**config.mk**
```make
export PLATFORM = sky130hd
export DESIGN_NAME = dacw_decoder
export DESIGN_NICKNAME = d
export VERILOG_FILES = /design/src/inc/dacw_pkg.sv /design/src/dacw_decoder.sv
export SDC_FILE = /design/constraint.sdc
export NUM_CORES = 1
export LEC_CHECK = 0
export ABC_AREA = 1
export BUFFER_PORTS_ARGS = -buffer_cell sky130_fd_sc_hd__buf_4
export CAP_MARGIN = 20
export CORE_MARGIN = 8
export CORE_UTILIZATION = 30
export CTS_CLUSTER_SIZE = 16
export DETAILED_ROUTE_END_ITERATION = 16
export SYNTH_ARGS = -nofsm -noshare
export SYNTH_HDL_FRONTEND = slang
export SYNTH_SLANG_ARGS = --single-unit
```
**constraint.sdc**
```tcl
create_clock -name sys_clk -period 2.67 [get_ports sys_clk]
set_input_delay 0 -clock sys_clk [delete_from_list [all_inputs] [get_ports sys_clk]]
set_output_delay 0 -clock sys_clk [all_outputs]
set_load 0.005 [all_outputs]
```
**src/inc/dacw_pkg.sv**
```systemverilog
// constants, types and timing for the dac i2c write and command decoder
//
// Summary of operation
// - address, pointer, two data bytes, then stop
// - pointer picks channel; top bit zero on 8ch
// - no stop: new pointer plus data updates again
// - register select bits choose the channel register
// - stop ends any framing, back to idle
// - pointer 0xff starts burst at channel zero
// - burst increments; after last channel, pointer framing
// - toggle writes ignored during burst
// - select zero: channel bits decode commands
// - no-op changes nothing, busy low meanwhile
// - clear-code write stores word; resets to zero
// - clear pin or soft clear loads clear code
// - soft clear busy 20us wide, 15us narrow
// - soft power-down global; registers kept
// - power-up ends power-down 8us later
// - power-down is hardware OR software
// - soft reset defaults all, zeros dacs, 135us
// - monitor code from bits 13:8 or 11:6
// - codes 0-15 channels (0-7 on 8ch), 36/37 external inputs
// - monitor code 63 floats monitor output
// - slave address 10101 plus select pins, writes only
// - ack by pulling sda low on ninth clock
`default_nettype none

package dacw_pkg;
	// ******************************************
	// link framing
	// ******************************************
	localparam logic [4:0] SLAVE_ADDR_FIXED = 5'h15;
	localparam logic [7:0] PTR_BURST = 8'hff;
	localparam int PTR_READ_BIT = 4;
	localparam logic [3:0] BIT_COUNT_ACK = 4'h8;
	localparam logic [3:0] CHAN_LAST_WIDE = 4'hf;
	localparam logic [3:0] CHAN_LAST_NARROW = 4'h7;
	localparam logic [1:0] REG_SEL_COMMAND = 2'h0;
	localparam logic [1:0] REG_SEL_DATA = 2'h3;
	localparam int DATA_WIDTH = 14;
	localparam int UPD_WIDTH = 4 + 2 + DATA_WIDTH;

	// ******************************************
	// special function commands
	// ******************************************
	localparam logic [3:0] CMD_NOP = 4'h0;
	localparam logic [3:0] CMD_CLEAR_CODE = 4'h1;
	localparam logic [3:0] CMD_SOFT_CLEAR = 4'h2;
	localparam logic [3:0] CMD_POWER_DOWN = 4'h8;
	localparam logic [3:0] CMD_POWER_UP = 4'h9;
	localparam logic [3:0] CMD_MONITOR = 4'ha;
	localparam logic [3:0] CMD_CONTROL = 4'hc;
	localparam logic [3:0] CMD_SOFT_RESET = 4'hf;

	// ******************************************
	// monitor codes and reset values
	// ******************************************
	localparam logic [5:0] MON_EXT_ONE = 6'h24;
	localparam logic [5:0] MON_EXT_TWO = 6'h25;
	localparam logic [5:0] MON_HIZ = 6'h3f;
	localparam logic [5:0] MON_RESET = 6'h3f;
	localparam logic [DATA_WIDTH-1:0] CLEAR_CODE_RESET = 14'h0000;
	localparam logic [DATA_WIDTH-1:0] CONTROL_RESET = 14'h3000;

	// ******************************************
	// timing
	// ******************************************
	localparam int SYS_CLK_HZ = 40_000_000;
	localparam int CYC_PER_US = SYS_CLK_HZ / 1_000_000;
	localparam int SOFT_CLR_US_WIDE = 20;
	localparam int SOFT_CLR_US_NARROW = 15;
	localparam int POWER_UP_US = 8;
	localparam int SOFT_RESET_US = 135;
	localparam int SOFT_CLR_CYC_WIDE = SOFT_CLR_US_WIDE * CYC_PER_US;
	localparam int SOFT_CLR_CYC_NARROW = SOFT_CLR_US_NARROW * CYC_PER_US;
	localparam int POWER_UP_CYC = POWER_UP_US * CYC_PER_US;
	localparam int SOFT_RESET_CYC = SOFT_RESET_US * CYC_PER_US;
	localparam int BUSY_CNT_WIDTH = 13;

	// receiver states
	typedef enum logic [2:0] {
		ST_IDLE = 3'b000,
		ST_ADDR = 3'b001,
		ST_PTR = 3'b010,
		ST_DATA_HI = 3'b011,
		ST_DATA_LO = 3'b100
	} dacw_state_type;
endpackage : dacw_pkg

`default_nettype wire

```
**src/dacw_decoder.sv**
```systemverilog
// i2c write receiver and special function command decoder for the dac
`default_nettype none

module dacw_decoder #(
	parameter int SOFT_RESET_CYCLES = dacw_pkg::SOFT_RESET_CYC
) (
	input wire logic sys_clk,
	input wire logic rst_n,
	input wire logic clk_en,
	input wire logic scl_in,
	input wire logic sda_in,
	output logic sda_out,
	output logic sda_oe,
	input wire logic slave_address_select_high,
	input wire logic slave_address_select_low,
	input wire logic variant_narrow,
	input wire logic variant_12bit,
	input wire logic toggle_mode,
	input wire logic clear_input_n,
	input wire logic hw_power_down,
	output logic upd_valid,
	input wire logic upd_ready,
	output logic [3:0] upd_channel,
	output logic [1:0] upd_reg_sel,
	output logic [dacw_pkg::DATA_WIDTH-1:0] upd_data,
	output logic dac_clear_strobe,
	output logic dac_reset_strobe,
	output logic [dacw_pkg::DATA_WIDTH-1:0] clear_code,
	output logic [dacw_pkg::DATA_WIDTH-1:0] control_word,
	output logic control_read_strobe,
	output logic busy_n,
	output logic sw_power_down,
	output logic power_down,
	output logic [5:0] monitor_code,
	output logic monitor_channel_sel,
	output logic monitor_ext_one_sel,
	output logic monitor_ext_two_sel,
	output logic monitor_hiz,
	output logic burst_active
);
	import dacw_pkg::*;

	// highest channel for the fitted variant
	function automatic logic [3:0] last_channel(input logic narrow);
		last_channel = narrow ? CHAN_LAST_NARROW : CHAN_LAST_WIDE;
	endfunction : last_channel

	// ******************************************
	// pin synchronisers
	// ******************************************
	logic scl_s1_q, scl_s2_q, scl_s3_q;
	logic sda_s1_q, sda_s2_q, sda_s3_q;
	logic clr_s1_q, clr_s2_q, clr_s3_q;
	logic hwpd_s1_q, hwpd_s2_q;

	// two flops per pin, third flop only for edge finding
	always_ff @(posedge sys_clk or negedge rst_n) begin
		if (!rst_n) begin
			scl_s1_q <= 1'b1;
			scl_s2_q <= 1'b1;
			scl_s3_q <= 1'b1;
			sda_s1_q <= 1'b1;
			sda_s2_q <= 1'b1;
			sda_s3_q <= 1'b1;
			clr_s1_q <= 1'b1;
			clr_s2_q <= 1'b1;
			clr_s3_q <= 1'b1;
			hwpd_s1_q <= 1'b0;
			hwpd_s2_q <= 1'b0;
		end else if (clk_en) begin
			scl_s1_q <= scl_in;
			scl_s2_q <= scl_s1_q;
			scl_s3_q <= scl_s2_q;
			sda_s1_q <= sda_in;
			sda_s2_q <= sda_s1_q;
			sda_s3_q <= sda_s2_q;
			clr_s1_q <= clear_input_n;
			clr_s2_q <= clr_s1_q;
			clr_s3_q <= clr_s2_q;
			hwpd_s1_q <= hw_power_down;
			hwpd_s2_q <= hwpd_s1_q;
		end
	end

	logic scl_rise, scl_fall, start_det, stop_det;
	assign scl_rise = scl_s2_q & ~scl_s3_q;
	assign scl_fall = ~scl_s2_q & scl_s3_q;
	// sda moving while scl is high marks start and stop
	assign start_det = scl_s2_q & scl_s3_q & sda_s3_q & ~sda_s2_q;
	assign stop_det = scl_s2_q & scl_s3_q & ~sda_s3_q & sda_s2_q;

	// ******************************************
	// byte receiver
	// ******************************************
	dacw_state_type state_q, state_d;
	logic [7:0] shift_q, data_hi_q;
	logic [3:0] bit_cnt_q, chan_q, cmd_ptr_q;
	logic in_ack_q, sda_oe_q, burst_q, read_q;
	logic byte_done, ack_ok, word_done;
	logic [1:0] word_sel;
	logic [DATA_WIDTH-1:0] word_data;
	logic push_valid, push_ready;
	logic toggle_drop, cmd_fire;

	assign byte_done = scl_fall & (bit_cnt_q == BIT_COUNT_ACK) & ~in_ack_q;
	// high byte first, select bits on top of it
	assign word_sel = data_hi_q[7:6];
	assign word_data = {data_hi_q[5:0], shift_q};
	// toggle writes go nowhere while the pointer auto-increments
	assign toggle_drop = burst_q & toggle_mode & (word_sel == REG_SEL_DATA);

	// decide acknowledge and next framing step per received byte
	always_comb begin
		ack_ok = 1'b0;
		state_d = state_q;
		unique case (state_q)
			ST_IDLE: state_d = ST_IDLE;
			ST_ADDR: begin
				// fixed upper bits, pin-selected lower bits, writes only
				ack_ok = (shift_q[7:1] == {SLAVE_ADDR_FIXED, slave_address_select_high,
					slave_address_select_low}) & ~shift_q[0];
				state_d = ST_PTR;
			end
			ST_PTR: begin
				ack_ok = 1'b1;
				state_d = ST_DATA_HI;
			end
			ST_DATA_HI: begin
				ack_ok = 1'b1;
				state_d = ST_DATA_LO;
			end
			ST_DATA_LO: begin
				// a full buffer refuses the word by withholding the ack
				ack_ok = (word_sel == REG_SEL_COMMAND) | toggle_drop | push_ready;
				if (burst_q && chan_q != last_channel(variant_narrow)) begin
					state_d = ST_DATA_HI;
				end else begin
					state_d = ST_PTR;
				end
			end
			default: state_d = ST_IDLE;
		endcase
	end

	assign word_done = byte_done & (state_q == ST_DATA_LO) & ack_ok;
	assign cmd_fire = word_done & (word_sel == REG_SEL_COMMAND);
	assign push_valid = word_done & (word_sel != REG_SEL_COMMAND) & ~toggle_drop;

	// bit counting, ack driving and framing
	always_ff @(posedge sys_clk or negedge rst_n) begin
		if (!rst_n) begin
			state_q <= ST_IDLE;
			shift_q <= 8'h00;
			bit_cnt_q <= 4'h0;
			in_ack_q <= 1'b0;
			sda_oe_q <= 1'b0;
		end else if (clk_en) begin
			if (start_det) begin
				state_q <= ST_ADDR;
				bit_cnt_q <= 4'h0;
				in_ack_q <= 1'b0;
				sda_oe_q <= 1'b0;
			end else if (stop_det) begin
				// stop drops every framing at once
				state_q <= ST_IDLE;
				bit_cnt_q <= 4'h0;
				in_ack_q <= 1'b0;
				sda_oe_q <= 1'b0;
			end else if (state_q != ST_IDLE) begin
				if (scl_rise && !in_ack_q && bit_cnt_q != BIT_COUNT_ACK) begin
					shift_q <= {shift_q[6:0], sda_s2_q};
					bit_cnt_q <= bit_cnt_q + 4'h1;
				end else if (byte_done) begin
					// hold sda low through the ninth clock
					in_ack_q <= 1'b1;
					sda_oe_q <= ack_ok;
					state_q <= ack_ok ? state_d : ST_IDLE;
				end else if (scl_fall && in_ack_q) begin
					in_ack_q <= 1'b0;
					sda_oe_q <= 1'b0;
					bit_cnt_q <= 4'h0;
				end
			end
		end
	end

	// pointer, burst and held high byte
	always_ff @(posedge sys_clk or negedge rst_n) begin
		if (!rst_n) begin
			burst_q <= 1'b0;
			read_q <= 1'b0;
			chan_q <= 4'h0;
			cmd_ptr_q <= 4'h0;
			data_hi_q <= 8'h00;
		end else if (clk_en) begin
			if (start_det || stop_det) begin
				burst_q <= 1'b0;
			end else if (byte_done && state_q == ST_PTR) begin
				read_q <= shift_q[PTR_READ_BIT];
				cmd_ptr_q <= shift_q[3:0]; // full code on either variant
				if (shift_q == PTR_BURST) begin
					burst_q <= 1'b1;
					chan_q <= 4'h0;
					read_q <= 1'b0;
				end else begin
					burst_q <= 1'b0;
					// the narrow part has no top address bit
					chan_q <= {shift_q[3] & ~variant_narrow, shift_q[2:0]};
				end
			end else if (byte_done && state_q == ST_DATA_HI) begin
				data_hi_q <= shift_q;
			end else if (word_done && burst_q) begin
				if (chan_q == last_channel(variant_narrow)) begin
					burst_q <= 1'b0;
				end else begin
					chan_q <= chan_q + 4'h1;
				end
			end
		end
	end

	assign sda_oe = sda_oe_q;
	assign sda_out = 1'b0;
	assign burst_active = burst_q;

	// ******************************************
	// two-entry channel write buffer
	// ******************************************
	logic [UPD_WIDTH-1:0] fifo_mem_q [2];
	logic fifo_wr_q, fifo_rd_q;
	logic [1:0] fifo_cnt_q;
	logic fifo_pop;

	assign push_ready = (fifo_cnt_q != 2'h2);
	assign upd_valid = (fifo_cnt_q != 2'h0);
	assign fifo_pop = upd_valid & upd_ready;

	// a stalled sink fills it and then the link sees a nack
	always_ff @(posedge sys_clk or negedge rst_n) begin
		if (!rst_n) begin
			fifo_mem_q[0] <= '0;
			fifo_mem_q[1] <= '0;
			fifo_wr_q <= 1'b0;
			fifo_rd_q <= 1'b0;
			fifo_cnt_q <= 2'h0;
		end else if (clk_en) begin
			if (push_valid) begin
				fifo_mem_q[fifo_wr_q] <= {chan_q, word_sel, word_data};
				fifo_wr_q <= ~fifo_wr_q;
			end
			if (fifo_pop) begin
				fifo_rd_q <= ~fifo_rd_q;
			end
			fifo_cnt_q <= fifo_cnt_q + {1'b0, push_valid} - {1'b0, fifo_pop};
		end
	end

	assign upd_channel = fifo_mem_q[fifo_rd_q][UPD_WIDTH-1 -: 4];
	assign upd_reg_sel = fifo_mem_q[fifo_rd_q][DATA_WIDTH +: 2];
	assign upd_data = fifo_mem_q[fifo_rd_q][DATA_WIDTH-1:0];

	// ******************************************
	// special function commands
	// ******************************************
	logic [DATA_WIDTH-1:0] clear_code_q, control_q;
	logic [5:0] mon_code_q;
	logic sw_pd_q, hw_clear;
	logic clear_q, reset_q, ctrl_rd_q, nop_q;
	logic [BUSY_CNT_WIDTH-1:0] busy_cnt_q, settle_cnt_q;
	logic [5:0] mon_new;
	logic [3:0] cmd;

	// the narrow part drops the top channel bit, but command codes need it
	assign cmd = burst_q ? chan_q : cmd_ptr_q;
	// monitor code sits lower on the 12-bit part
	assign mon_new = variant_12bit ? word_data[11:6] : word_data[13:8];
	// clear pin acts on its falling edge after sync
	assign hw_clear = clr_s3_q & ~clr_s2_q;

	// stored command state
	always_ff @(posedge sys_clk or negedge rst_n) begin
		if (!rst_n) begin
			clear_code_q <= CLEAR_CODE_RESET;
			control_q <= CONTROL_RESET;
			mon_code_q <= MON_RESET;
			sw_pd_q <= 1'b0;
		end else if (clk_en && cmd_fire) begin
			unique case (cmd)
				CMD_CLEAR_CODE: clear_code_q <= word_data;
				CMD_POWER_DOWN: sw_pd_q <= 1'b1;
				CMD_POWER_UP: sw_pd_q <= 1'b0;
				CMD_MONITOR: mon_code_q <= mon_new;
				CMD_CONTROL: if (!read_q) control_q <= word_data;
				CMD_SOFT_RESET: begin
					// registers back to defaults; dac values zeroed outside
					clear_code_q <= CLEAR_CODE_RESET;
					control_q <= CONTROL_RESET;
					mon_code_q <= MON_RESET;
					sw_pd_q <= 1'b0;
				end
				default: clear_code_q <= clear_code_q; // no-op and unassigned codes: no change
			endcase
		end
	end

	// one-cycle strobes toward the channel registers
	always_ff @(posedge sys_clk or negedge rst_n) begin
		if (!rst_n) begin
			clear_q <= 1'b0;
			reset_q <= 1'b0;
			ctrl_rd_q <= 1'b0;
			nop_q <= 1'b0;
		end else if (clk_en) begin
			clear_q <= hw_clear | (cmd_fire & (cmd == CMD_SOFT_CLEAR));
			reset_q <= cmd_fire & (cmd == CMD_SOFT_RESET);
			ctrl_rd_q <= cmd_fire & (cmd == CMD_CONTROL) & read_q;
			nop_q <= cmd_fire & (cmd == CMD_NOP);
		end
	end

	// busy time of soft clear and soft reset; also power-up settling
	always_ff @(posedge sys_clk or negedge rst_n) begin
		if (!rst_n) begin
			busy_cnt_q <= '0;
			settle_cnt_q <= '0;
		end else if (clk_en) begin
			if (cmd_fire && cmd == CMD_SOFT_CLEAR) begin
				busy_cnt_q <= variant_narrow ? BUSY_CNT_WIDTH'(SOFT_CLR_CYC_NARROW) :
					BUSY_CNT_WIDTH'(SOFT_CLR_CYC_WIDE);
			end else if (cmd_fire && cmd == CMD_SOFT_RESET) begin
				busy_cnt_q <= BUSY_CNT_WIDTH'(SOFT_RESET_CYCLES);
			end else if (busy_cnt_q != '0) begin
				busy_cnt_q <= busy_cnt_q - 1'b1;
			end
			if (cmd_fire && cmd == CMD_POWER_UP) begin
				settle_cnt_q <= BUSY_CNT_WIDTH'(POWER_UP_CYC);
			end else if (cmd_fire && cmd == CMD_POWER_DOWN) begin
				settle_cnt_q <= '0;
			end else if (settle_cnt_q != '0) begin
				settle_cnt_q <= settle_cnt_q - 1'b1;
			end
		end
	end

	assign busy_n = (busy_cnt_q == '0) & ~nop_q;
	// settling counts as still powered down
	assign power_down = hwpd_s2_q | sw_pd_q | (settle_cnt_q != '0);
	assign sw_power_down = sw_pd_q;
	assign clear_code = clear_code_q;
	assign control_word = control_q;
	assign control_read_strobe = ctrl_rd_q;
	assign dac_clear_strobe = clear_q;
	assign dac_reset_strobe = reset_q;

	// ******************************************
	// monitor routing decode
	// ******************************************
	assign monitor_code = mon_code_q;
	assign monitor_channel_sel = (mon_code_q[5:4] == 2'h0) &
		(mon_code_q[3:0] <= last_channel(variant_narrow));
	assign monitor_ext_one_sel = (mon_code_q == MON_EXT_ONE);
	assign monitor_ext_two_sel = (mon_code_q == MON_EXT_TWO);
	// other codes select nothing in particular
	assign monitor_hiz = (mon_code_q == MON_HIZ);
endmodule : dacw_decoder

`default_nettype wire

```
==> impl_table.tex <==
\begin{tabular}{lr}
\hline
Metric & Value \\
\hline
\multicolumn{2}{l}{\textbf{Global route}} \\
Initial antenna violation count & 0 \\
Via count of the first global-routing pass & 6254 \\
Global-route wire length before repair & 32800 um \\
GRT overflow & 0 \\
Total track usage & 13.0\% \\
Maximum number of pins on one net before global-route repair & 75 \\
\multicolumn{2}{l}{\textbf{Outcome}} \\
Result of the run & finished, final reports clean \\
\multicolumn{2}{l}{\textbf{Place}} \\
Number of buffers inserted by port buffering & 79 \\
Placed Area & 0.00864 sq mm \\
Routability congestion estimate from global placement & 0.812 \\
Detailed Place HPWL & 14000 um \\
\multicolumn{2}{l}{\textbf{Timing}} \\
Min Clock Period, post-route & 2.35 ns \\
Fmax & 426 MHz \\
Headroom to the max-slew limit & 49.3\% \\
Hold Slack & 0.0583 ns \\
Count of endpoints failing hold in the final timing report & 0 \\
Slew at the pin closest to its max-slew limit & 0.760 ns \\
Worst Clk Skew & 0.00885 ns \\
Count of pins over their slew limit & 0 \\
Final setup violation count & 0 \\
Total negative slack & 0 ns \\
Unrepaired setup endpoints after global routing & false \\
Ratio of final minimum period to clock period & 88.0\% \\
\multicolumn{2}{l}{\textbf{Die}} \\
Number of top-level pins & 81 \\
Initial cell density of the core & 30.5\% \\
Area of the core & 0.0252 sq mm \\
Area of the die & 0.0310 sq mm \\
Core Rows & 58 \\
Horiz. Die Dim & 176 um \\
Die height & 176 um \\
\multicolumn{2}{l}{\textbf{Critical path}} \\
Most prevalent standard cell on the critical path & sky130\_fd\_sc\_hd\_\_nand2\_1 \\
Crit Path Category & flip-flop to flip-flop \\
Arr. time, crit path & 2.71 ns \\
Maximum fanout along the worst path & 21 \\
Required arrival time at the worst endpoint & 3.03 ns \\
CP peak stage delay & 0.60 ns \\
CP Capture Type & flip-flop \\
Master of the slowest instance on the critical path & sky130\_fd\_sc\_hd\_\_dfrtp\_1 \\
Crit path cell chain & nor2\_1 > a21oi\_2 > nand2\_1 > nor3\_4 > nand4\_4 > nand3\_2 > nand2\_2 > inv\_2 > nand2\_1 > nand2\_1 \\
Critical path startpoint category & flip-flop \\
\multicolumn{2}{l}{\textbf{Clocking}} \\
Clock slew at reported path FFs & 0.06 ns \\
Maximum number of buffers from clock root to sink & 2 \\
Total CTS buffers & 17 \\
Clock latency on the worst-skew pair & 0.43 ns \\
CTS H-tree lvls & 4 \\
CTS Root Buffer Type & sky130\_fd\_sc\_hd\_\_clkbuf\_16 \\
Clock tree from TritonCTS & yes \\
Number of clock sinks & 155 \\
Buffer count from post-CTS setup fixing & 0 \\
\multicolumn{2}{l}{\textbf{Final layout}} \\
Leading cell types in the layout, fill and taps excluded & sky130\_fd\_sc\_hd\_\_nand2\_1 (337), sky130\_fd\_sc\_hd\_\_dfrtp\_1 (138), sky130\_fd\_sc\_hd\_\_o21ai\_0 (116) \\
Fill count & 2609 \\
Final nets & 1075 \\
Final instance area & 0.00938 sq mm \\
Layout overhead on the synthesized area & 22.2\% \\
Number of antenna cells inserted & 0 \\
Fraction of layout cells with a size suffix above 1 & 16.8\% \\
Most common library cell in the layout ignoring fill and taps & sky130\_fd\_sc\_hd\_\_nand2\_1 \\
\multicolumn{2}{l}{\textbf{Synth}} \\
Count of state elements after synthesis & 155 \\
Number of cells produced by synthesis & 965 \\
Async set or reset register ratio after synthesis & 100\% \\
Post-synthesis instance area & 0.00767 sq mm \\
Seq/Total Area, Yosys & 50.8\% \\
Count of cell types in the netlist & 42 \\
Leading register cell type out of synthesis & sky130\_fd\_sc\_hd\_\_dfrtp\_1 \\
Number of enable flip-flop cells after synthesis & 0 \\
Avg Synthesized Cell Area & 7.95 sq um \\
Warning count from the yosys run & 0 \\
Total nets after synthesis & 985 \\
\multicolumn{2}{l}{\textbf{Power}} \\
PnR Total Power & 7160 uW \\
Leakage & 0.00471 uW \\
Power Density & 764 mW/mm\^{}2 \\
Worst vdd ir & 0.363 mV \\
\multicolumn{2}{l}{\textbf{Drt}} \\
Mean number of vias per cell & 4.61 \\
Post-route antenna net violation count & 0 \\
Number of optimization iterations in the first detailed-route pass & 5 \\
Avg WL per Cell & 14.0 um \\
Number of design rule violations left after detail routing & 0 \\
Routed via count & 6445 \\
DRT Wirelength & 19600 um \\
Drt initial violations & 487 \\
\multicolumn{2}{l}{\textbf{Worst hold path}} \\
Path category of the worst min-delay check & input pin to flip-flop \\
\multicolumn{2}{l}{\textbf{Job}} \\
Max-cap violations & 0 \\
\hline
\end{tabular}
==> kinds of logic (layout without fill, tap and decap cells) <==
kind of cell | count (synthesis) | in the layout | share of synthesized area, %
simple gates | 485 | 485 | 26.4
compound gates | 165 | 165 | 11.9
flops | 155 | 155 | 50.8
buf+inv | 127 | 230 | 6.80
xor+xnor | 25 | 25 | 2.85
fa+ha+maj | 7 | 7 | 1.14
other cells | 1 | 1 | 0.0489
==> flip-flops by register name, summed over array words and instances (netlist names), 6 cells and up <==
signal and flops:
shift_q 8, clear_code 14, busy_cnt_q 13, control_word 14, settle_cnt_q 13, data_hi_q 8, monitor_code 6, fifo_mem_q 40
==> metrics by stage <==
step | cells | setup WS [ns] | utilization (%)
final | 1398 | 0.321 | 37.2
after global routing | 1398 | 0.0151 | 37.2
after CTS | 1398 | 0.313 | 37.2
after detailed placement | 1354 | 0.325 | 34.3
after global placement | 1354 | 0.391 | 34.3
after floorplan | 965 | 0.653 | -
==> per-layer routing <==
layer  global-route usage, %  part of all wire (%)  routed length (um)  vias up
met5                       0                     0                   0        -
met4                    3.29                   1.2                 229        0
met3                    3.57                   4.4                 861       20
met2                    20.0                    45                8820      124
met1                    17.8                    49                9710     3031
li1                        -                     -                   -     3270
==> final cells by class <==
cell class	instances	area, sq um	area share (%)
Sequential cell	155	3900	41.6
Clock inverter	12	151	1.61
Inverter	89	334	3.56
Tap cell	330	413	4.40
Timing Repair Buffer	109	865	9.22
Clock buffer	20	457	4.87
Multi-Input combinational cell	683	3260	34.7
==> where the power goes <==
group | internal, uW | switching [uW] | total, uW
Combinational | 634 | 1080 | 1720
Sequential | 2650 | 283 | 2930
Clock | 1460 | 1060 | 2520
Total | 4740 | 2420 | 7160
==> synthesized netlist by cell type (3+ instances only) <==
library cell / instances / area, sq um
sky130_fd_sc_hd__buf_2: 8 / 40.0
sky130_fd_sc_hd__ha_1: 7 / 87.6
sky130_fd_sc_hd__o211ai_1: 3 / 22.5
sky130_fd_sc_hd__dfrtp_1: 138 / 3450
sky130_fd_sc_hd__buf_6: 4 / 45.0
sky130_fd_sc_hd__nor2_4: 3 / 33.8
sky130_fd_sc_hd__xor2_1: 17 / 149
sky130_fd_sc_hd__a21oi_1: 16 / 80.1
sky130_fd_sc_hd__inv_2: 5 / 18.8
sky130_fd_sc_hd__nor3_1: 11 / 55.1
sky130_fd_sc_hd__nand3_1: 35 / 175
sky130_fd_sc_hd__or2_2: 3 / 18.8
sky130_fd_sc_hd__nand4_1: 19 / 119
sky130_fd_sc_hd__inv_1: 83 / 312
sky130_fd_sc_hd__o21ai_0: 116 / 581
sky130_fd_sc_hd__o21ai_1: 5 / 25.0
sky130_fd_sc_hd__xnor2_1: 8 / 70.1
sky130_fd_sc_hd__nand2_1: 337 / 1260
sky130_fd_sc_hd__a31oi_1: 3 / 18.8
sky130_fd_sc_hd__nor2_1: 67 / 251
sky130_fd_sc_hd__o21ai_2: 10 / 87.6
sky130_fd_sc_hd__dfstp_2: 17 / 447
sky130_fd_sc_hd__clkbuf_1: 24 / 90.1
==> path summary, 6_finish.rpt <==
path                                   start              end  slack (ns)  cells past startpoint
worst min-delay path               upd_ready        fifo_rd_q        0.06                      4
worst max register to register  burst_active    busy_cnt_q[5]        0.32                     10
worst max-delay path            burst_active    busy_cnt_q[5]        0.32                     10
max in group asynchronous              rst_n  monitor_code[4]        1.68                      3
min in group asynchronous              rst_n    busy_cnt_q[0]        0.18                      2
worst min register to register      clr_s2_q         clr_s2_q        0.46                      2
==> critical path: cells and delay by family (launching register included) <==
family / cells / cell delay, ns
simple gates: 8 / 1.33
flops: 1 / 0.60
buf+inv: 1 / 0.19
compound gates: 1 / 0.16
==> repair_timing <==
| action | in CTS | in global routing |
|---|---|---|
| setup endpoints to repair | 0 | 1 |
| hold endpoints to repair | 83 | 0 |
| resized for setup | 0 | 1 |
| hold buffers | 12 | 0 |
Power figures use the tool's default switching activity.
